===== config.mk =====
export PLATFORM = sky130hd
export DESIGN_NAME = ccs_top
export DESIGN_NICKNAME = d
export VERILOG_FILES = /design/src/ccs_pkg.sv /design/src/ccs_reg_if.sv /design/src/ccs_axil.sv /design/src/ccs_sync.sv /design/src/ccs_top.sv
export SDC_FILE = /design/constraint.sdc
export NUM_CORES = 1
export LEC_CHECK = 0
export CAP_MARGIN = 20
export CORE_MARGIN = 2
export CORE_UTILIZATION = 40
export DETAILED_ROUTE_END_ITERATION = 8
export DONT_BUFFER_PORTS = 1
export PLACE_DENSITY_LB_ADDON = 0.1
export SLEW_MARGIN = 20
export SYNTH_ARGS = -nofsm -noshare
export SYNTH_HDL_FRONTEND = slang
export SYNTH_SLANG_ARGS = --single-unit

===== constraint.sdc =====
create_clock -name CLK_SYS -period 3.1 [get_ports CLK_SYS]
set_input_delay 0.465 -clock CLK_SYS [delete_from_list [all_inputs] [get_ports CLK_SYS]]
set_output_delay 0.465 -clock CLK_SYS [all_outputs]
set_load 0.02 [all_outputs]

===== src/ccs_pkg.sv =====
package ccs_pkg;
	// ----------------------------------------
	// timing
	// ----------------------------------------
	localparam int CLK_MHZ          = 40;
	localparam int TICK_US          = 1000;
	localparam int TICK_CYC         = TICK_US * CLK_MHZ;
	localparam int BLINK_PERIOD_MS  = 2000;
	localparam int BLINK_HALF_TICKS = BLINK_PERIOD_MS * 1000 / TICK_US / 2;
	// safety timer limit in ticks, default five hours
	localparam int                  TLIMIT_W   = 26;
	localparam logic [TLIMIT_W-1:0] TLIMIT_RST = 26'h112A880;
	// ----------------------------------------
	// register map
	// ----------------------------------------
	localparam int                ADDR_W     = 4;
	localparam logic [ADDR_W-1:0] REG_CTRL   = 4'h0;
	localparam logic [ADDR_W-1:0] REG_TLIMIT = 4'h4;
	localparam logic [ADDR_W-1:0] REG_STATUS = 4'h8;
	localparam logic [ADDR_W-1:0] REG_TIMER  = 4'hC;
	localparam int                CTRL_W     = 2;
	localparam int                CTRL_HOST  = 0;
	localparam int                CTRL_ALT   = 1;
	localparam logic [CTRL_W-1:0] CTRL_RST   = 2'h0;
	localparam int                STAT_W     = 9;
	localparam logic [1:0]        RESP_OKAY  = 2'h0;
	localparam logic [1:0]        RESP_SLERR = 2'h2;
	localparam int                IN_W       = 14;
	// ----------------------------------------
	// charge cycle states
	// ----------------------------------------
	typedef enum logic [3:0] {
		ST_SLEEP, ST_IDLE, ST_PRECHG, ST_FAST, ST_VREG, ST_DONE, ST_TFAULT, ST_OVP, ST_DETECT
	} ccs_state_t;
endpackage


===== src/ccs_reg_if.sv =====
`timescale 1ns/100ps
interface ccs_reg_if;
	import ccs_pkg::*;
	logic                host_mode;
	logic                alt_status;
	logic [TLIMIT_W-1:0] tlimit;
	logic [STAT_W-1:0]   status;
	logic [TLIMIT_W-1:0] timer;
	modport regs (output host_mode, alt_status, tlimit, input status, timer);
	modport core (input host_mode, alt_status, tlimit, output status, timer);
endinterface


===== src/ccs_axil.sv =====
`timescale 1ns/100ps
module ccs_axil
	import ccs_pkg::*;
(
	input  wire logic              clk,
	input  wire logic              rst_n,
	input  wire logic [ADDR_W-1:0] awaddr,
	input  wire logic              awvalid,
	output logic                   awready,
	input  wire logic [31:0]       wdata,
	input  wire logic [3:0]        wstrb,
	input  wire logic              wvalid,
	output logic                   wready,
	output logic [1:0]             bresp,
	output logic                   bvalid,
	input  wire logic              bready,
	input  wire logic [ADDR_W-1:0] araddr,
	input  wire logic              arvalid,
	output logic                   arready,
	output logic [31:0]            rdata,
	output logic [1:0]             rresp,
	output logic                   rvalid,
	input  wire logic              rready,
	ccs_reg_if.regs                rif
);
	logic                aw_have_r, aw_have_nxt, w_have_r, w_have_nxt;
	logic [ADDR_W-1:0]   awaddr_r, awaddr_nxt;
	logic [31:0]         wdata_r, wdata_nxt, rdata_nxt, m;
	logic [3:0]          wstrb_r, wstrb_nxt;
	logic                bvalid_nxt, rvalid_nxt;
	logic [1:0]          bresp_nxt, rresp_nxt;
	logic [CTRL_W-1:0]   ctrl_r, ctrl_nxt;
	logic [TLIMIT_W-1:0] tlimit_r, tlimit_nxt;
	logic                aw_take, w_take, do_wr;
	logic [ADDR_W-1:0]   a;
	logic [31:0]         d;
	logic [3:0]          s;

	// byte-lane merge of a write into a register word
	function automatic logic [31:0] merge(input logic [31:0] old, input logic [31:0] nw, input logic [3:0] st);
		merge = old;
		for (int i = 0; i < 4; i++) begin
			if (st[i]) merge[8*i +: 8] = nw[8*i +: 8];
		end
	endfunction

	assign awready = !aw_have_r && !bvalid;
	assign wready  = !w_have_r && !bvalid;
	assign arready = !rvalid;
	assign rif.host_mode  = ctrl_r[CTRL_HOST];
	assign rif.alt_status = ctrl_r[CTRL_ALT];
	assign rif.tlimit     = tlimit_r;

	always_comb begin
		aw_take     = awvalid && awready;
		w_take      = wvalid && wready;
		a           = aw_take ? awaddr : awaddr_r;
		d           = w_take ? wdata : wdata_r;
		s           = w_take ? wstrb : wstrb_r;
		do_wr       = (aw_have_r || aw_take) && (w_have_r || w_take);
		aw_have_nxt = (aw_have_r || aw_take) && !do_wr;
		w_have_nxt  = (w_have_r || w_take) && !do_wr;
		awaddr_nxt  = a;
		wdata_nxt   = d;
		wstrb_nxt   = s;
		bvalid_nxt  = bvalid && !bready;
		bresp_nxt   = bresp;
		rvalid_nxt  = rvalid && !rready;
		rdata_nxt   = rdata;
		rresp_nxt   = rresp;
		ctrl_nxt    = ctrl_r;
		tlimit_nxt  = tlimit_r;
		m           = 32'h0;
		if (do_wr) begin
			bvalid_nxt = 1'b1;
			bresp_nxt  = RESP_OKAY;
			case (a)
				REG_CTRL: begin
					m        = merge({{(32-CTRL_W){1'b0}}, ctrl_r}, d, s);
					ctrl_nxt = m[CTRL_W-1:0];
				end
				REG_TLIMIT: begin
					m          = merge({{(32-TLIMIT_W){1'b0}}, tlimit_r}, d, s);
					tlimit_nxt = m[TLIMIT_W-1:0];
				end
				REG_STATUS, REG_TIMER: bresp_nxt = RESP_OKAY;
				default: bresp_nxt = RESP_SLERR;
			endcase
		end
		if (arvalid && arready) begin
			rvalid_nxt = 1'b1;
			rresp_nxt  = RESP_OKAY;
			case (araddr)
				REG_CTRL:   rdata_nxt = {{(32-CTRL_W){1'b0}}, ctrl_r};
				REG_TLIMIT: rdata_nxt = {{(32-TLIMIT_W){1'b0}}, tlimit_r};
				REG_STATUS: rdata_nxt = {{(32-STAT_W){1'b0}}, rif.status};
				REG_TIMER:  rdata_nxt = {{(32-TLIMIT_W){1'b0}}, rif.timer};
				default: begin
					rdata_nxt = 32'h0;
					rresp_nxt = RESP_SLERR;
				end
			endcase
		end
	end

	always_ff @(posedge clk or negedge rst_n) begin
		if (!rst_n) begin
			aw_have_r <= 1'b0;
			w_have_r  <= 1'b0;
			awaddr_r  <= '0;
			wdata_r   <= 32'h0;
			wstrb_r   <= 4'h0;
			bvalid    <= 1'b0;
			bresp     <= RESP_OKAY;
			rvalid    <= 1'b0;
			rdata     <= 32'h0;
			rresp     <= RESP_OKAY;
			ctrl_r    <= CTRL_RST;
			tlimit_r  <= TLIMIT_RST;
		end else begin
			aw_have_r <= aw_have_nxt;
			w_have_r  <= w_have_nxt;
			awaddr_r  <= awaddr_nxt;
			wdata_r   <= wdata_nxt;
			wstrb_r   <= wstrb_nxt;
			bvalid    <= bvalid_nxt;
			bresp     <= bresp_nxt;
			rvalid    <= rvalid_nxt;
			rdata     <= rdata_nxt;
			rresp     <= rresp_nxt;
			ctrl_r    <= ctrl_nxt;
			tlimit_r  <= tlimit_nxt;
		end
	end
endmodule


===== src/ccs_sync.sv =====
`timescale 1ns/100ps
module ccs_sync #(
	parameter int W = 1
)(
	input  wire logic         clk,
	input  wire logic         rst_n,
	input  wire logic [W-1:0] d,
	output logic      [W-1:0] q
);
	logic [W-1:0] meta_r;
	logic [W-1:0] meta_nxt;
	logic [W-1:0] q_nxt;

	always_comb begin
		meta_nxt = d;
		q_nxt    = meta_r;
	end

	always_ff @(posedge clk or negedge rst_n) begin
		if (!rst_n) begin
			meta_r <= '0;
			q      <= '0;
		end else begin
			meta_r <= meta_nxt;
			q      <= q_nxt;
		end
	end
endmodule


===== src/ccs_top.sv =====
// Chosen here: the address map and the AXI4-Lite slave port.
`timescale 1ns/100ps
module ccs_top
	import ccs_pkg::*;
#(
	parameter int TICK_CYCLES = TICK_CYC
)(
	input  wire logic              CLK_SYS,
	input  wire logic              RST_N,
	input  wire logic              CMP_TERM_CURRENT,
	input  wire logic              CMP_BELOW_RECHARGE,
	input  wire logic              CMP_OVERVOLTAGE,
	input  wire logic              CMP_SLEEP_EXIT,
	input  wire logic              TIMER_CAPACITOR_IN_EN,
	input  wire logic              TIMER_CAPACITOR_IN_HIGH,
	input  wire logic              CHARGE_EN_N,
	input  wire logic              CHARGE_RATE_SELECT,
	input  wire logic              CMP_AT_REGULATION,
	input  wire logic              CMP_BELOW_LOWV,
	input  wire logic              CMP_TEMP_FAULT,
	input  wire logic              CMP_BAT_SHORT,
	input  wire logic              DET_DONE,
	input  wire logic              DET_ABSENT,
	output logic                   STATUS_OUT_A_O,
	output logic                   STATUS_OUT_A_OE_N,
	output logic                   STATUS_OUT_B_O,
	output logic                   STATUS_OUT_B_OE_N,
	output logic                   POWER_GOOD_OUT_O,
	output logic                   POWER_GOOD_OUT_OE_N,
	output logic                   PWM_EN,
	output logic                   RATE_FAST,
	output logic                   DETECT_CURRENT_EN,
	output logic                   BAT_DETECT_RUN,
	input  wire logic [ADDR_W-1:0] S_AXI_AWADDR,
	input  wire logic              S_AXI_AWVALID,
	output logic                   S_AXI_AWREADY,
	input  wire logic [31:0]       S_AXI_WDATA,
	input  wire logic [3:0]        S_AXI_WSTRB,
	input  wire logic              S_AXI_WVALID,
	output logic                   S_AXI_WREADY,
	output logic [1:0]             S_AXI_BRESP,
	output logic                   S_AXI_BVALID,
	input  wire logic              S_AXI_BREADY,
	input  wire logic [ADDR_W-1:0] S_AXI_ARADDR,
	input  wire logic              S_AXI_ARVALID,
	output logic                   S_AXI_ARREADY,
	output logic [31:0]            S_AXI_RDATA,
	output logic [1:0]             S_AXI_RRESP,
	output logic                   S_AXI_RVALID,
	input  wire logic              S_AXI_RREADY
);
	// ----------------------------------------
	// declarations
	// ----------------------------------------
	ccs_reg_if rif ();

	logic [IN_W-1:0]     sync_q;
	logic                term_s, rch_s, ovp_s, vcc_s, ttc_en_s, ttc_high_s, ce_n_s, charge_rate_select_s;
	logic                at_vreg_s, lowv_s, temp_s, short_s, det_done_s, det_absent_s;
	logic                ttc_en_d_r, ce_n_d_r, ttc_rise, ce_fall;
	logic                host, alt, charging, suspend, timer_en, term_en, timeout, start;
	ccs_state_t          state_r, state_nxt;
	logic                seen_high_r, seen_high_nxt, pre_fault_r, pre_fault_nxt;
	logic [TLIMIT_W-1:0] timer_r, timer_nxt;
	logic [31:0]         tick_cnt_r, tick_cnt_nxt;
	logic [15:0]         half_cnt_r, half_cnt_nxt;
	logic                tick_r, tick_nxt, blink_r, blink_nxt, blink_fault;
	logic                a_on_r, a_on_nxt, b_on_r, b_on_nxt, pg_r, pg_nxt;
	logic                pwm_r, pwm_nxt, fast_r, fast_nxt, dcur_r, dcur_nxt, drun_r, drun_nxt;

	// first phase of a fresh cycle; host mode follows the rate input
	function automatic ccs_state_t phase_of(input logic h, input logic cm, input logic vr, input logic lv);
		if (vr) phase_of = ST_VREG;
		else if (h) phase_of = cm ? ST_FAST : ST_PRECHG;
		else phase_of = lv ? ST_PRECHG : ST_FAST;
	endfunction

	// ----------------------------------------
	// inputs and register bus
	// ----------------------------------------
	ccs_sync #(.W(IN_W)) u_sync (
		.clk   (CLK_SYS),
		.rst_n (RST_N),
		.d     ({DET_ABSENT, DET_DONE, CMP_BAT_SHORT, CMP_TEMP_FAULT, CMP_BELOW_LOWV, CMP_AT_REGULATION,
		         CHARGE_RATE_SELECT, CHARGE_EN_N, TIMER_CAPACITOR_IN_HIGH, TIMER_CAPACITOR_IN_EN,
		         CMP_SLEEP_EXIT, CMP_OVERVOLTAGE, CMP_BELOW_RECHARGE, CMP_TERM_CURRENT}),
		.q     (sync_q)
	);
	assign {det_absent_s, det_done_s, short_s, temp_s, lowv_s, at_vreg_s, charge_rate_select_s, ce_n_s,
	        ttc_high_s, ttc_en_s, vcc_s, ovp_s, rch_s, term_s} = sync_q;

	ccs_axil u_axil (
		.clk     (CLK_SYS),
		.rst_n   (RST_N),
		.awaddr  (S_AXI_AWADDR),
		.awvalid (S_AXI_AWVALID),
		.awready (S_AXI_AWREADY),
		.wdata   (S_AXI_WDATA),
		.wstrb   (S_AXI_WSTRB),
		.wvalid  (S_AXI_WVALID),
		.wready  (S_AXI_WREADY),
		.bresp   (S_AXI_BRESP),
		.bvalid  (S_AXI_BVALID),
		.bready  (S_AXI_BREADY),
		.araddr  (S_AXI_ARADDR),
		.arvalid (S_AXI_ARVALID),
		.arready (S_AXI_ARREADY),
		.rdata   (S_AXI_RDATA),
		.rresp   (S_AXI_RRESP),
		.rvalid  (S_AXI_RVALID),
		.rready  (S_AXI_RREADY),
		.rif     (rif)
	);

	assign host = rif.host_mode;
	assign alt  = rif.alt_status;
	assign rif.status = {pg_r, suspend, state_r == ST_OVP, state_r == ST_TFAULT, pre_fault_r, state_r};
	assign rif.timer  = timer_r;

	// ----------------------------------------
	// charge cycle sequencer
	// ----------------------------------------
	assign ttc_rise = ttc_en_s && !ttc_en_d_r;
	assign ce_fall  = !ce_n_s && ce_n_d_r;
	assign charging = state_r == ST_PRECHG || state_r == ST_FAST || state_r == ST_VREG;
	// suspend holds the timer instead of clearing it
	assign suspend  = charging && temp_s;
	assign timer_en = !host && ttc_en_s && !ttc_high_s;
	assign term_en  = !host && ttc_en_s;
	assign timeout  = charging && timer_en && timer_r >= rif.tlimit;

	always_comb begin
		state_nxt     = state_r;
		seen_high_nxt = 1'b0;
		pre_fault_nxt = pre_fault_r;
		start         = 1'b0;
		if (!vcc_s) state_nxt = ST_SLEEP;
		else if (ce_n_s) state_nxt = ST_IDLE;
		else if (ovp_s) state_nxt = ST_OVP;
		else if (ce_fall) start = 1'b1;
		else begin
			case (state_r)
				ST_SLEEP, ST_IDLE: begin
					if (rch_s) start = 1'b1;
					else state_nxt = ST_DONE;
				end
				ST_OVP: if (rch_s) start = 1'b1;
				ST_DONE: if (rch_s) start = 1'b1;
				ST_TFAULT: begin
					seen_high_nxt = seen_high_r || !rch_s;
					if (seen_high_r && rch_s) state_nxt = ST_DETECT;
				end
				ST_DETECT: if (det_done_s && !det_absent_s) start = 1'b1;
				ST_PRECHG, ST_FAST, ST_VREG: begin
					if (ttc_rise && !host) start = 1'b1;
					else if (timeout) begin
						state_nxt     = ST_TFAULT;
						pre_fault_nxt = state_r == ST_PRECHG;
					end else if (state_r == ST_VREG) begin
						if (term_s && term_en) state_nxt = ST_DONE;
					end else if (host || state_r == ST_PRECHG) state_nxt = phase_of(host, charge_rate_select_s, at_vreg_s, lowv_s);
					else if (at_vreg_s) state_nxt = ST_VREG;
				end
				default: state_nxt = ST_SLEEP;
			endcase
		end
		if (start) state_nxt = phase_of(host, charge_rate_select_s, at_vreg_s, lowv_s);
	end

	always_comb begin
		timer_nxt = timer_r;
		if (start || ttc_rise || !charging) timer_nxt = '0;
		else if (timer_en && !suspend && tick_r) timer_nxt = timer_r + 1'b1;
	end

	always_ff @(posedge CLK_SYS or negedge RST_N) begin
		if (!RST_N) begin
			state_r     <= ST_SLEEP;
			seen_high_r <= 1'b0;
			pre_fault_r <= 1'b0;
			timer_r     <= '0;
			ttc_en_d_r  <= 1'b0;
			ce_n_d_r    <= 1'b0;
		end else begin
			state_r     <= state_nxt;
			seen_high_r <= seen_high_nxt;
			pre_fault_r <= pre_fault_nxt;
			timer_r     <= timer_nxt;
			ttc_en_d_r  <= ttc_en_s;
			ce_n_d_r    <= ce_n_s;
		end
	end

	// ----------------------------------------
	// tick and blink dividers
	// ----------------------------------------
	// equal halves from the tick divider
	always_comb begin
		tick_nxt     = tick_cnt_r == 32'(TICK_CYCLES - 1);
		tick_cnt_nxt = tick_nxt ? 32'h0 : tick_cnt_r + 32'h1;
		half_cnt_nxt = half_cnt_r;
		blink_nxt    = blink_r;
		if (tick_r) begin
			if (half_cnt_r == 16'(BLINK_HALF_TICKS - 1)) begin
				half_cnt_nxt = 16'h0;
				blink_nxt    = !blink_r;
			end else half_cnt_nxt = half_cnt_r + 16'h1;
		end
	end

	always_ff @(posedge CLK_SYS or negedge RST_N) begin
		if (!RST_N) begin
			tick_cnt_r <= 32'h0;
			tick_r     <= 1'b0;
			half_cnt_r <= 16'h0;
			blink_r    <= 1'b0;
		end else begin
			tick_cnt_r <= tick_cnt_nxt;
			tick_r     <= tick_nxt;
			half_cnt_r <= half_cnt_nxt;
			blink_r    <= blink_nxt;
		end
	end

	// ----------------------------------------
	// pin drivers
	// ----------------------------------------
	always_comb begin
		blink_fault = (charging && (suspend || short_s)) || state_r == ST_TFAULT;
		if (alt) a_on_nxt = blink_fault ? blink_r : charging;
		else a_on_nxt = charging && !suspend;
		b_on_nxt = state_r == ST_DONE;
		pg_nxt   = state_r != ST_SLEEP;
		pwm_nxt  = charging && !suspend;
		fast_nxt = state_r == ST_FAST || state_r == ST_VREG;
		dcur_nxt = state_r == ST_TFAULT && !seen_high_r;
		drun_nxt = state_r == ST_DETECT;
	end

	always_ff @(posedge CLK_SYS or negedge RST_N) begin
		if (!RST_N) begin
			a_on_r <= 1'b0;
			b_on_r <= 1'b0;
			pg_r   <= 1'b0;
			pwm_r  <= 1'b0;
			fast_r <= 1'b0;
			dcur_r <= 1'b0;
			drun_r <= 1'b0;
		end else begin
			a_on_r <= a_on_nxt;
			b_on_r <= b_on_nxt;
			pg_r   <= pg_nxt;
			pwm_r  <= pwm_nxt;
			fast_r <= fast_nxt;
			dcur_r <= dcur_nxt;
			drun_r <= drun_nxt;
		end
	end

	// open-drain: enable low pulls the pin low
	assign STATUS_OUT_A_O      = 1'b0;
	assign STATUS_OUT_B_O      = 1'b0;
	assign POWER_GOOD_OUT_O    = 1'b0;
	assign STATUS_OUT_A_OE_N   = !a_on_r;
	assign STATUS_OUT_B_OE_N   = !b_on_r;
	assign POWER_GOOD_OUT_OE_N = !pg_r;
	assign PWM_EN              = pwm_r;
	assign RATE_FAST           = fast_r;
	assign DETECT_CURRENT_EN   = dcur_r;
	assign BAT_DETECT_RUN      = drun_r;
endmodule

==> qor.csv, run 1 <==
stage,metric,value,unit
die,core,0.02425,sq mm
timing,worstMarginPinSlew,0.6304,ns
placement,place.gp.congestion,0.8547,
setup_path,startpoint_type,register,
setup_path,reg2reg_slack,0.25,ns
timing,min_period_over_period,92.00,%
route,dr_total_vias,6488,
setup_path,rr_worst_depth,9,
final_layout,area_delta_synth_final,12.63,%
clock_network,clock_latency,0.52,ns
clock_network,post_cts_buffers,0,
route,wl_met3,1483,microns
clock_network,numCtsBuffers,24,
timing,finClkSkew,0.008839,ns
route,wl_per_cell,16.67,microns
run,max-cap-violations,0,
power,switching_share,27.40,%
timing,tns,0,ns
clock_network,cts-root-buf,clkbuf_16,
setup_path,startpoint,u_axil.rif.tlimit[17]$_DFFE_PN1P_,
die,die_h,161.1,microns
route,drc,0,
power,clkPwrFrac,36.7,%
clock_network,cts_resized,0,
logic_synthesis,ys_warn_count,0,
setup_path,end_kind,register,
timing,rsz0062_at_grt,no,
power,comb_power_share,15.8,%
placement,dpl.hpwl,14720,microns
route,routed_wl,21250,microns
clock_network,cts_max_level,1,
timing,drv_slew,0,
logic_synthesis,synth_top_flop_cell,dfrtp_1,
global_route,overflow,0,
die,initial_utilization,40.73,%
route,wl_met1,9890,microns
die,io_pins,116,
logic_synthesis,ys_seq_area_share,54.06,%
power,power_density,647.8,mW/mm^2
power,p_leak,4.828,nW
run_status,outcome,"complete, but fails checks",
logic_synthesis,syn_area,0.009876,sq mm
run_status,violations,hold timing,
die,die_area,0.02596,sq mm
route,dr_wl_met2,9323,microns
placement,place_inst,1213,
setup_path,cp_max_fo,7,
setup_path,required,3.50,ns
route,routed_via_density,5.089,
clock_network,cts_tree,yes,
power,irDropWorstVdd,373.7,uV
setup_path,worstPathArrival,3.25,ns
final_layout,drive_gt1_share,11.84,%
logic_synthesis,synthDistinctLibCells,73,
timing,period_minus_slack,2.852,ns
clock_network,clk_pin_slew_worst_paths,0.06,ns
route,dr.pass1.iters,5,
power,cellInternalPower,5.232,mW
timing,hold_slack,-0.3511,ns
route,antenna_left,0,
final_layout,fillCellCount,2314,
min_path,min_path_type,primary input to async pin,
global_route,grt_pass1_vias,6583,
clock_network,holdBufCountCts,14,
die,die_w,161.1,microns
setup_path,r2r_start,u_axil.rif.tlimit[17]$_DFFE_PN1P_,
route,top_layer,met5,
die,rows,57,
setup_path,worstSetupPathType,register to register,
clock_network,clock_sinks,213,
timing,hold_viol,213,
clock_network,clockBufferDepth,3,
final_layout,fin_nets,1023,
logic_synthesis,syn_avg_cell_area,10.91,sq um
global_route,grt_max_degree,214,
global_route,grt_usage,16.80,%
logic_synthesis,synth_seq_cells,213,
logic_synthesis,synthArstFlopShare,100.0,%
setup_path,r2r-end,state_r[1]$_DFFE_PN0P_,
final_layout,stdcell_count,1275,
global_route,grt_pass1_wl,35430,microns
power,power_frac_seq,47.6,%
power,p_switching,1.974,mW
timing,setup_violations,0,
timing,max_freq,350.6,MHz
placement,portBuffers,0,
route,drt_first_iter_violations,507,
timing,max-slew-margin-rel,56.89,%
logic_synthesis,syn_inst,905,
global_route,antenna_found_initial,8,
logic_synthesis,synth_edf_count,0,
==> synth_stat cells (4+ instances only) <==
library cell | n | area, sq um
clkbuf_1 | 16 | 60.06
dfrtp_1 | 206 | 5155
buf_2 | 15 | 75.07
nor2_1 | 71 | 266.5
nand3_1 | 28 | 140.1
dfstp_2 | 7 | 183.9
nor3_1 | 10 | 50.05
mux2_2 | 29 | 326.6
xnor2_1 | 30 | 262.8
a211oi_1 | 4 | 30.03
and4_1 | 5 | 43.79
buf_4 | 11 | 82.58
a21oi_1 | 21 | 105.1
and3_1 | 15 | 93.84
a22oi_1 | 22 | 165.2
nor4_1 | 9 | 56.30
inv_1 | 41 | 153.9
xor2_1 | 34 | 297.8
o21ai_0 | 45 | 225.2
or3_1 | 5 | 31.28
mux2_1 | 31 | 349.1
nand2_1 | 94 | 352.8
mux2i_1 | 7 | 70.07
nand4_1 | 20 | 125.1
ha_1 | 29 | 362.9
nor2b_1 | 11 | 68.82
nand2b_1 | 7 | 43.79
o21ai_1 | 10 | 50.05
==> per-layer routing <==
layer | vias up | track usage (%)
li1 | 3196 | -
met1 | 3109 | 23.58
met2 | 138 | 25.58
met3 | 39 | 4.674
met4 | 6 | 4.830
met5 | - | 0
==> sequential cells by signal (all words and copies together), names as in the netlist, 2 cells and up <==
name and flops:
tick_cnt_r 32, rif.timer 26, u_axil.rdata 26, u_axil.rif.tlimit 26, u_axil.wdata_r 26, half_cnt_r 16
u_sync.meta_r 14, u_sync.q 14, state_r 4, u_axil.awaddr_r 4, u_axil.wstrb_r 4, u_axil.ctrl_r 2
==> cell type report <==
cell class                 instances  area, sq um  area share [%]
antenna                            5        12.51          0.1125
clock buffer                      33        664.4           5.973
clock inverter                    10        76.32          0.6862
inverter                          42        157.7           1.417
multi-input combinational        617         4200           37.76
sequential                       213         5339           48.00
tap                              324        405.4           3.645
timing repair buffer              31        267.8           2.407
==> kinds of logic (layout without fill, tap and decap cells) <==
logic type,Yosys count,count (layout),share of synthesized area (%)
DFF,213,213,54.06
other,1,16,0.03797
buffers and inverters,85,116,3.915
AOI/OAI and AO/OA,142,142,9.490
xor gates and xnor gates,64,64,5.676
adders and majority gates,29,29,3.674
and+or+nand+nor,304,304,15.60
muxes,67,67,7.551
==> cells in the final DEF, fill, tap and decap left out, drive strengths merged, types with 15 or more instances in the layout <==
cell    synthesis  layout
buf            27      17
a21oi          22      22
ha             29      29
nand2          94      94
clkbuf         16      33
nor2           73      73
a22oi          22      22
dfrtp         206     206
nand3          31      31
mux2           60      60
xnor2          30      30
nand4          21      21
inv            42      42
and3           15      15
xor2           34      34
o21ai          55      55
==> how the worst max path moves through the flow <==
stage	to
2_1_floorplan	u_axil.rif.tlimit[10]$_DFFE_PN0P_
3_3_place_gp	state_r[1]$_DFFE_PN0P_
3_5_place_dp	state_r[1]$_DFFE_PN0P_
4_1_cts	state_r[1]$_DFFE_PN0P_
5_1_grt	state_r[1]$_DFFE_PN0P_
6_report	state_r[1]$_DFFE_PN0P_
==> worst max-delay path: stages, from the launching register on <==
cell	delay (ns)
dfstp_2	0.54
inv_1	0.04
ha_1	0.31
a21oi_1	0.16
o21ai_1	0.12
a211oi_1	0.51
a31oi_1	0.22
o31ai_4	0.45
a211oi_1	0.09
a311o_1	0.28
==> power by group through the flow <==
stage	clock network, mW	logic [mW]	registers (mW)
5_1_grt	2.87	1.29	3.48
2_1_floorplan	0	0.917	3.40
3_5_place_dp	0	1.14	3.48
3_3_place_gp	0	1.13	3.47
4_1_cts	2.74	1.16	3.43
6_report	2.64	1.14	3.43
==> through the flow <==
stage                     instance area [sq um]  power, mW  worst slack (ns)  utilization, %
after CTS                                 11110      7.336            0.3396           45.81
after global placement                    10230      4.597            0.3661           42.18
after floorplan                            9913      4.315            0.6724               -
after global routing                      11110      7.638            0.1857           45.82
final                                     11120      7.206            0.2480           45.87
after detailed placement                  10230      4.620            0.3473           42.18
Note: power is estimated with default switching activity, not from simulation.
==> inputs of run 2 (changes only) <==
- ABC_AREA: not set -> 1
- PLACE_DENSITY_LB_ADDON: 0.1 -> not set
==> run 2 against run 1 <==
Net effect: the flow still finishes with violations (hold timing); synthesized cell count grew 44%; core utilization shrank 0.51 points; critical path depth shrank 1; sequential share of layout area shrank 4.1 points; die area grew 9.9%; critical endpoint is now u_axil.rif.tlimit[0]$_DFFE_PN0P_; largest power group unchanged; highest routed layer is now met4.
==> qor.csv, run 2 <==
stage,metric,value,unit,change
setup_path,end_kind,register,,
route,antenna_left,0,,unchanged
route,dr_wl_met2,12560,microns,+35%
final_layout,drive_gt1_share,9.791,%,-2.0 points
clock_network,clockBufferDepth,3,,unchanged
setup_path,r2r_start,u_axil.bvalid$_DFF_PN0_,,
placement,portBuffers,0,,unchanged
route,drt_first_iter_violations,539,,+6.3%
clock_network,clock_sinks,213,,unchanged
final_layout,area_delta_synth_final,11.77,%,
global_route,grt_pass1_wl,43080,microns,+22%
logic_synthesis,synth_mux_area_share,0,%,-7.6 points
clock_network,cts_tree,yes,,
global_route,grt_pass1_vias,8288,,+26%
run,max-cap-violations,0,,unchanged
route,routed_wl,26160,microns,+23%
timing,setup_violations,0,,unchanged
timing,max_freq,404.6,MHz,+15%
die,core,0.02680,sq mm,+11%
placement,pre_cts_slack,0.6329,ns,+0.2856 ns
setup_path,worstPathArrival,2.88,ns,-0.37 ns
global_route,grt_max_degree,214,,unchanged
timing,layout_setup_ws,0.6282,ns,+0.3802 ns
logic_synthesis,ys_seq_area_share,49.08,%,-5.0 points
timing,min_period_over_period,79.74,%,-12 points
final_layout,antenna_cells,0,,-5
die,die_h,168.9,microns,+4.8%
logic_synthesis,synth_top_flop_cell,dfrtp_1,,
logic_synthesis,synthDistinctLibCells,53,,-27%
power,irDropWorstVdd,424.9,uV,+14%
die,io_pins,116,,unchanged
final_layout,layout_commonest_cell,nand2_1,,
clock_network,numCtsBuffers,24,,unchanged
logic_synthesis,yosys.area_share.simple,27.57,%,+12 points
clock_network,cts_max_level,1,,unchanged
logic_synthesis,synth-xor-area-share,3.623,%,-2.1 points
placement,place.gp.congestion,0.9181,,+7.4%
setup_path,startpoint_type,register,,
timing,max-slew-margin-rel,39.36,%,-18 points
final_layout,fillCellCount,2644,,+14%
setup_path,startpoint,u_axil.bvalid$_DFF_PN0_,,
clock_network,post_cts_buffers,0,,unchanged
global_route,grt_usage,18.67,%,+1.9 points
clock_network,holdBufCountCts,14,,unchanged
power,power_density,674.0,mW/mm^2,+4.1%
route,wl_met1,11730,microns,+19%
final_layout,mostFrequentLayoutCells,"nand2_1 (384), dfrtp_1 (206), inv_1 (166)",,
power,power,8.195,mW,+14%
timing,drv_slew,0,,unchanged
power,p_leak,5.934,nW,+23%
logic_synthesis,synthArstFlopShare,100.0,%,unchanged
logic_synthesis,synth_compound_gate_area_share,8.075,%,-1.4 points
timing,tns,0,ns,unchanged
timing,period_minus_slack,2.472,ns,-0.3802 ns
run_status,violations,hold timing,,
logic_synthesis,synth_top_family_by_area,simple AND/OR/NAND/NOR gates,,
setup_path,reg2reg_slack,0.63,ns,+0.38 ns
clock_network,clk_pin_slew_worst_paths,0.06,ns,about the same
global_route,overflow,0,,unchanged
final_layout,postLayoutCellArea,0.01216,sq mm,+9.3%
final_layout,largest_reg_flops,32,,unchanged
logic_synthesis,syn_area,0.01088,sq mm,+10%
global_route,antenna_found_initial,0,,-8
placement,dpl.hpwl,18750,microns,+27%
die,rows,60,,+5.3%
logic_synthesis,yosysMostFrequentCell,nand2_1,,
logic_synthesis,synth_edf_count,0,,unchanged
logic_synthesis,syn_inst,1301,,+44%
die,die_w,168.9,microns,+4.8%
route,drc,0,,unchanged
placement,placed_cell_area,0.01114,sq mm,+8.9%
setup_path,rr_worst_depth,8,,-1
min_path,min_path_type,primary input to async pin,,
route,routed_via_density,5.014,,-1.5%
logic_synthesis,synthAdderAreaFrac,3.336,%,-0.34 points
die,initial_utilization,40.59,%,-0.14 points
run_status,outcome,"complete, but fails checks",,
clock_network,cts_resized,0,,unchanged
clock_network,cts-root-buf,clkbuf_16,,
logic_synthesis,synth_area_leaders,"dfrtp_1 (47%), nand2_1 (13%), inv_1 (5.7%)",,
final_layout,top_register,tick_cnt_r,,
timing,finClkSkew,0.01288,ns,+0.004040 ns
timing,hold_slack,-0.3505,ns,+0.0005910 ns
logic_synthesis,ys_top_cells_by_count,"nand2_1 (384), dfrtp_1 (206), inv_1 (166), nor2_1 (112), nand3_1 (52)",,
route,top_layer,met4,,
route,wl_met3,1374,microns,-7.3%
setup_path,r2r-end,u_axil.rif.tlimit[0]$_DFFE_PN0P_,,
final_layout,fin_nets,1414,,+38%
timing,worstMarginPinSlew,0.9087,ns,+0.2783 ns
setup_path,cp_max_fo,19,,+12
logic_synthesis,ys_warn_count,0,,unchanged
logic_synthesis,syn_avg_cell_area,8.361,sq um,-23%
route,dr_total_vias,8418,,+30%
clock_network,clock_latency,0.53,ns,about the same
setup_path,worstSetupPathType,register to register,,
route,wl_per_cell,15.58,microns,-6.5%
logic_synthesis,synth_top_area_share,47.39,%,-4.8 points
logic_synthesis,yosys.area.top_type,dfrtp_1,,
setup_path,crit_end,u_axil.rif.tlimit[0]$_DFFE_PN0P_,,
route,dr.pass1.iters,7,,+2
setup_path,required,3.51,ns,about the same
timing,hold_viol,213,,unchanged
logic_synthesis,synth_seq_cells,213,,unchanged
die,die_area,0.02853,sq mm,+9.9%
timing,rsz0062_at_grt,no,,
run 2: power breakdown:
group	leakage (nW)	switching, mW	internal [mW]
clock	0.426	1.16	1.95
combinational	2.77	1.07	0.471
sequential	2.73	0.267	3.28
run 2: critical path, cell delays in order, from the launching register on:
cell	delay [ns]
dfrtp_1	0.49
nor2_1	0.40
nand2_1	0.15
inv_2	0.28
or2_2	0.18
o21ai_2	0.07
nor3_4	0.55
nand2_1	0.11
o21a_1	0.13
run 2: worst min-delay path by stage:
stage | start | endpoint
after CTS | RST_N | u_axil.wdata_r[20]$_DFF_PN0_
after floorplan | RST_N | BAT_DETECT_RUN$_DFF_PN0_
final | RST_N | u_axil.aw_have_r$_DFF_PN0_
after global placement | RST_N | u_axil.wdata_r[20]$_DFF_PN0_
after global routing | RST_N | u_axil.aw_have_r$_DFF_PN0_
after detailed placement | RST_N | u_axil.wdata_r[20]$_DFF_PN0_
run 2: layout make-up:
cell class,instances,area [sq um],area share (%)
multi-input cells,888,4676,38.46
repair buffers,20,185.2,1.523
inverters,173,649.4,5.341
flip-flops and latches,213,5339,43.91
well taps,341,426.7,3.509
clock buffers,33,715.7,5.887
clock inverters,11,166.4,1.369
run 2: routing by layer:
metal | up-vias | track usage, %
li1 | 4195 | -
met4 | 0 | 4.273
met1 | 4001 | 24.91
met2 | 184 | 31.90
met5 | - | 0
met3 | 38 | 3.156
run 2: cells by family (layout without fill, tap and decap cells):
family | Yosys count | count (layout)
and+or+nand+nor | 674 | 674
adders and majority gates | 29 | 29
other | 1 | 11
buffers and inverters | 210 | 237
xor gates and xnor gates | 45 | 45
AOI/OAI and AO/OA | 129 | 129
DFF | 213 | 213
run 2: through the flow:
stage	util, %	hold slack [ns]	cells
5_1_grt	45.36	-0.3758	1679
4_1_cts	45.36	-0.3761	1679
6_report	45.36	-0.3505	1679
3_5_place_dp	41.55	0.1805	1621
2_1_floorplan	-	0.1694	1311
3_3_place_gp	41.55	0.1838	1621
==> inputs of run 3 (changes only) <==
- clock period: 3.1 -> 2.15 ns (I/O delays scaled with it)
==> run 3 against run 2 <==
Net effect: the flow still finishes with violations (hold timing); wire length is 7.8% higher; core utilization up 3.9 points; highest routed layer unchanged; first-iteration DRC count grew 9.6%; worst hold slack worse by 0.16 ns; die area unchanged; sequential power grew 44%; power rose by 50%; critical endpoint is now rif.timer[17]$_DFFE_PN0P_; via count is 5.3% higher; critical path depth increased by 1.
==> qor.csv, run 3 (same netlist as run 2, synthesis figures left out) <==
stage,metric,value,unit,change
placement,dpl.hpwl,20060,microns,+7.0%
die,die_area,0.02853,sq mm,unchanged
clock_network,cts_tree,yes,,
route,antenna_left,0,,unchanged
run_status,outcome,"complete, but fails checks",,
global_route,overflow,0,,unchanged
die,die_w,168.9,microns,unchanged
die,rows,60,,unchanged
placement,place.gp.congestion,0.9252,,+0.77%
die,core,0.02680,sq mm,unchanged
placement,portBuffers,0,,unchanged
timing,min_period_over_period,94.47,%,+15 points
global_route,antenna_found_initial,0,,unchanged
global_route,grt_max_degree,214,,unchanged
setup_path,required,2.57,ns,-0.94 ns
final_layout,area_delta_synth_final,21.37,%,
route,drc,0,,unchanged
final_layout,fin_nets,1526,,+7.9%
timing,hold_slack,-0.5091,ns,-0.1586 ns
min_path,min_path_type,primary input to async pin,,
final_layout,top_register,tick_cnt_r,,
clock_network,numCtsBuffers,25,,+4.2%
final_layout,antenna_cells,0,,unchanged
clock_network,clock_latency,0.53,ns,about the same
route,routed_wl,28200,microns,+7.8%
clock_network,cts-root-buf,clkbuf_16,,
setup_path,crit_path_frequent_cell,nand2_1,,
timing,drv_slew,0,,unchanged
setup_path,cp_max_fo,4,,-15
placement,place_inst,1695,,+4.6%
power,irDropWorstVdd,668.6,uV,+57%
route,dr.pass1.iters,5,,-2
clock_network,clock_sinks,213,,unchanged
setup_path,worstPathArrival,2.45,ns,-0.43 ns
final_layout,fillCellCount,2571,,-2.8%
setup_path,startpoint_type,register,,
final_layout,mostFrequentLayoutCells,"nand2_1 (378), dfrtp_1 (205), inv_1 (165)",,
setup_path,end_kind,register,,
global_route,grt_pass1_wl,46650,microns,+8.3%
die,io_pins,116,,unchanged
timing,finClkSkew,0.006361,ns,-0.006518 ns
timing,hold_viol,213,,unchanged
timing,max_freq,492.4,MHz,+22%
final_layout,largest_reg_flops,32,,unchanged
clock_network,clockBufferDepth,3,,unchanged
power,power,12.30,mW,+50%
route,wl_per_cell,15.74,microns,+1.0%
final_layout,drive_gt1_share,15.86,%,+6.1 points
power,power_density,931.4,mW/mm^2,+38%
route,drt_first_iter_violations,591,,+9.6%
clock_network,cts_max_level,1,,unchanged
clock_network,clk_pin_slew_worst_paths,0.06,ns,about the same
final_layout,layout_commonest_cell,nand2_1,,
run_status,violations,hold timing,,
timing,max-slew-margin-rel,44.66,%,+5.3 points
route,routed_via_density,4.951,,-1.3%
setup_path,slowest_delay,0.43,ns,-0.12 ns
timing,period_minus_slack,2.031,ns,-0.4407 ns
timing,rsz0062_at_grt,yes,,
global_route,grt_usage,20.28,%,+1.6 points
setup_path,crit_slowest_cell,nor4_1,,
die,die_h,168.9,microns,unchanged
run,max-cap-violations,0,,unchanged
clock_network,holdBufCountCts,48,,+34
timing,worstMarginPinSlew,0.8292,ns,-0.07951 ns
setup_path,crit_chain,"buf_4, inv_1, nor4_1, nand2_1, nor3_1, xor2_1, nor2_1, nand2_1, o21ai_2",,
power,p_leak,6.489,nW,+9.3%
setup_path,worstSetupPathType,register to register,,
final_layout,post-route-util,49.26,%,+3.9 points
die,initial_utilization,40.59,%,unchanged
global_route,grt_pass1_vias,9030,,+9.0%
timing,setup_violations,0,,unchanged
route,dr_total_vias,8867,,+5.3%
final_layout,stdcell_count,1791,,+6.7%
## run 3: metal layers
layer / vias to the layer above / wire length [microns] / GRT usage (%)
met4: 0 / 920 / 6.034
met5: - / 0 / 0
met2: 185 / 13770 / 35.83
met3: 47 / 1076 / 2.946
li1: 4421 / - / -
met1: 4214 / 12430 / 25.81
## run 3: power breakdown
group          switching, mW  internal, mW
Combinational           1.70          1.10
Clock                   1.75          2.65
Sequential             0.372          4.73
Total                   3.82          8.48
## run 3: stage by stage
stage / area (sq um) / worst slack [ns] / TNS, ns
6_report: 13200 / 0.1189 / 0
5_1_grt: 13200 / -0.05479 / -0.1445
3_5_place_dp: 11720 / -0.06201 / -0.2325
4_1_cts: 13070 / 0.01034 / 0
2_1_floorplan: 10920 / 0.1876 / 0
3_3_place_gp: 11720 / -0.04139 / -0.07367
## run 3: worst paths after layout
kind | cells after the start | end | start | slack [ns]
min in group CLK_SYS | 3 | u_axil.awaddr_r[3]$_DFF_PN0_ | S_AXI_AWVALID | 0.07
setup / recovery | 9 | rif.timer[17]$_DFFE_PN0P_ | rif.timer[4]$_DFFE_PN0P_ | 0.12
max in group asynchronous | 0 | u_axil.bvalid$_DFF_PN0_ | RST_N | 2.14
setup reg to reg | 9 | rif.timer[17]$_DFFE_PN0P_ | rif.timer[4]$_DFFE_PN0P_ | 0.12
hold reg to reg | 0 | u_sync.q[1]$_DFF_PN0_ | u_sync.meta_r[1]$_DFF_PN0_ | 0.35
hold / removal | 0 | u_axil.aw_have_r$_DFF_PN0_ | RST_N | -0.51
## run 3: critical path: cells and delay by family (launching register included)
kind / cells / cell delay [ns]
AOI/OAI and AO/OA: 1 / 0.05
xor gates and xnor gates: 1 / 0.17
buffers and inverters: 2 / 0.21
DFF: 1 / 0.38
and+or+nand+nor: 5 / 1.08
## run 3: what timing repair did
item,4_1_cts,5_1_grt
setup buffers,0,2
endpoints found under the hold margin,261,213
cloned,0,1
endpoints found under the setup margin,5,21
pin swaps,0,12
gates resized for setup,2,25
## run 3: cell type report
| class | instances | area [sq um] | share of cell area (%) |
|---|---|---|---|
| clock inverter | 14 | 173.9 | 1.317 |
| multi-input combinational | 889 | 4800 | 36.35 |
| clock buffer | 31 | 688.2 | 5.212 |
| inverter | 173 | 649.4 | 4.918 |
| timing repair buffer | 130 | 1125 | 8.520 |
| sequential | 213 | 5340 | 40.45 |
| tap | 341 | 426.7 | 3.232 |
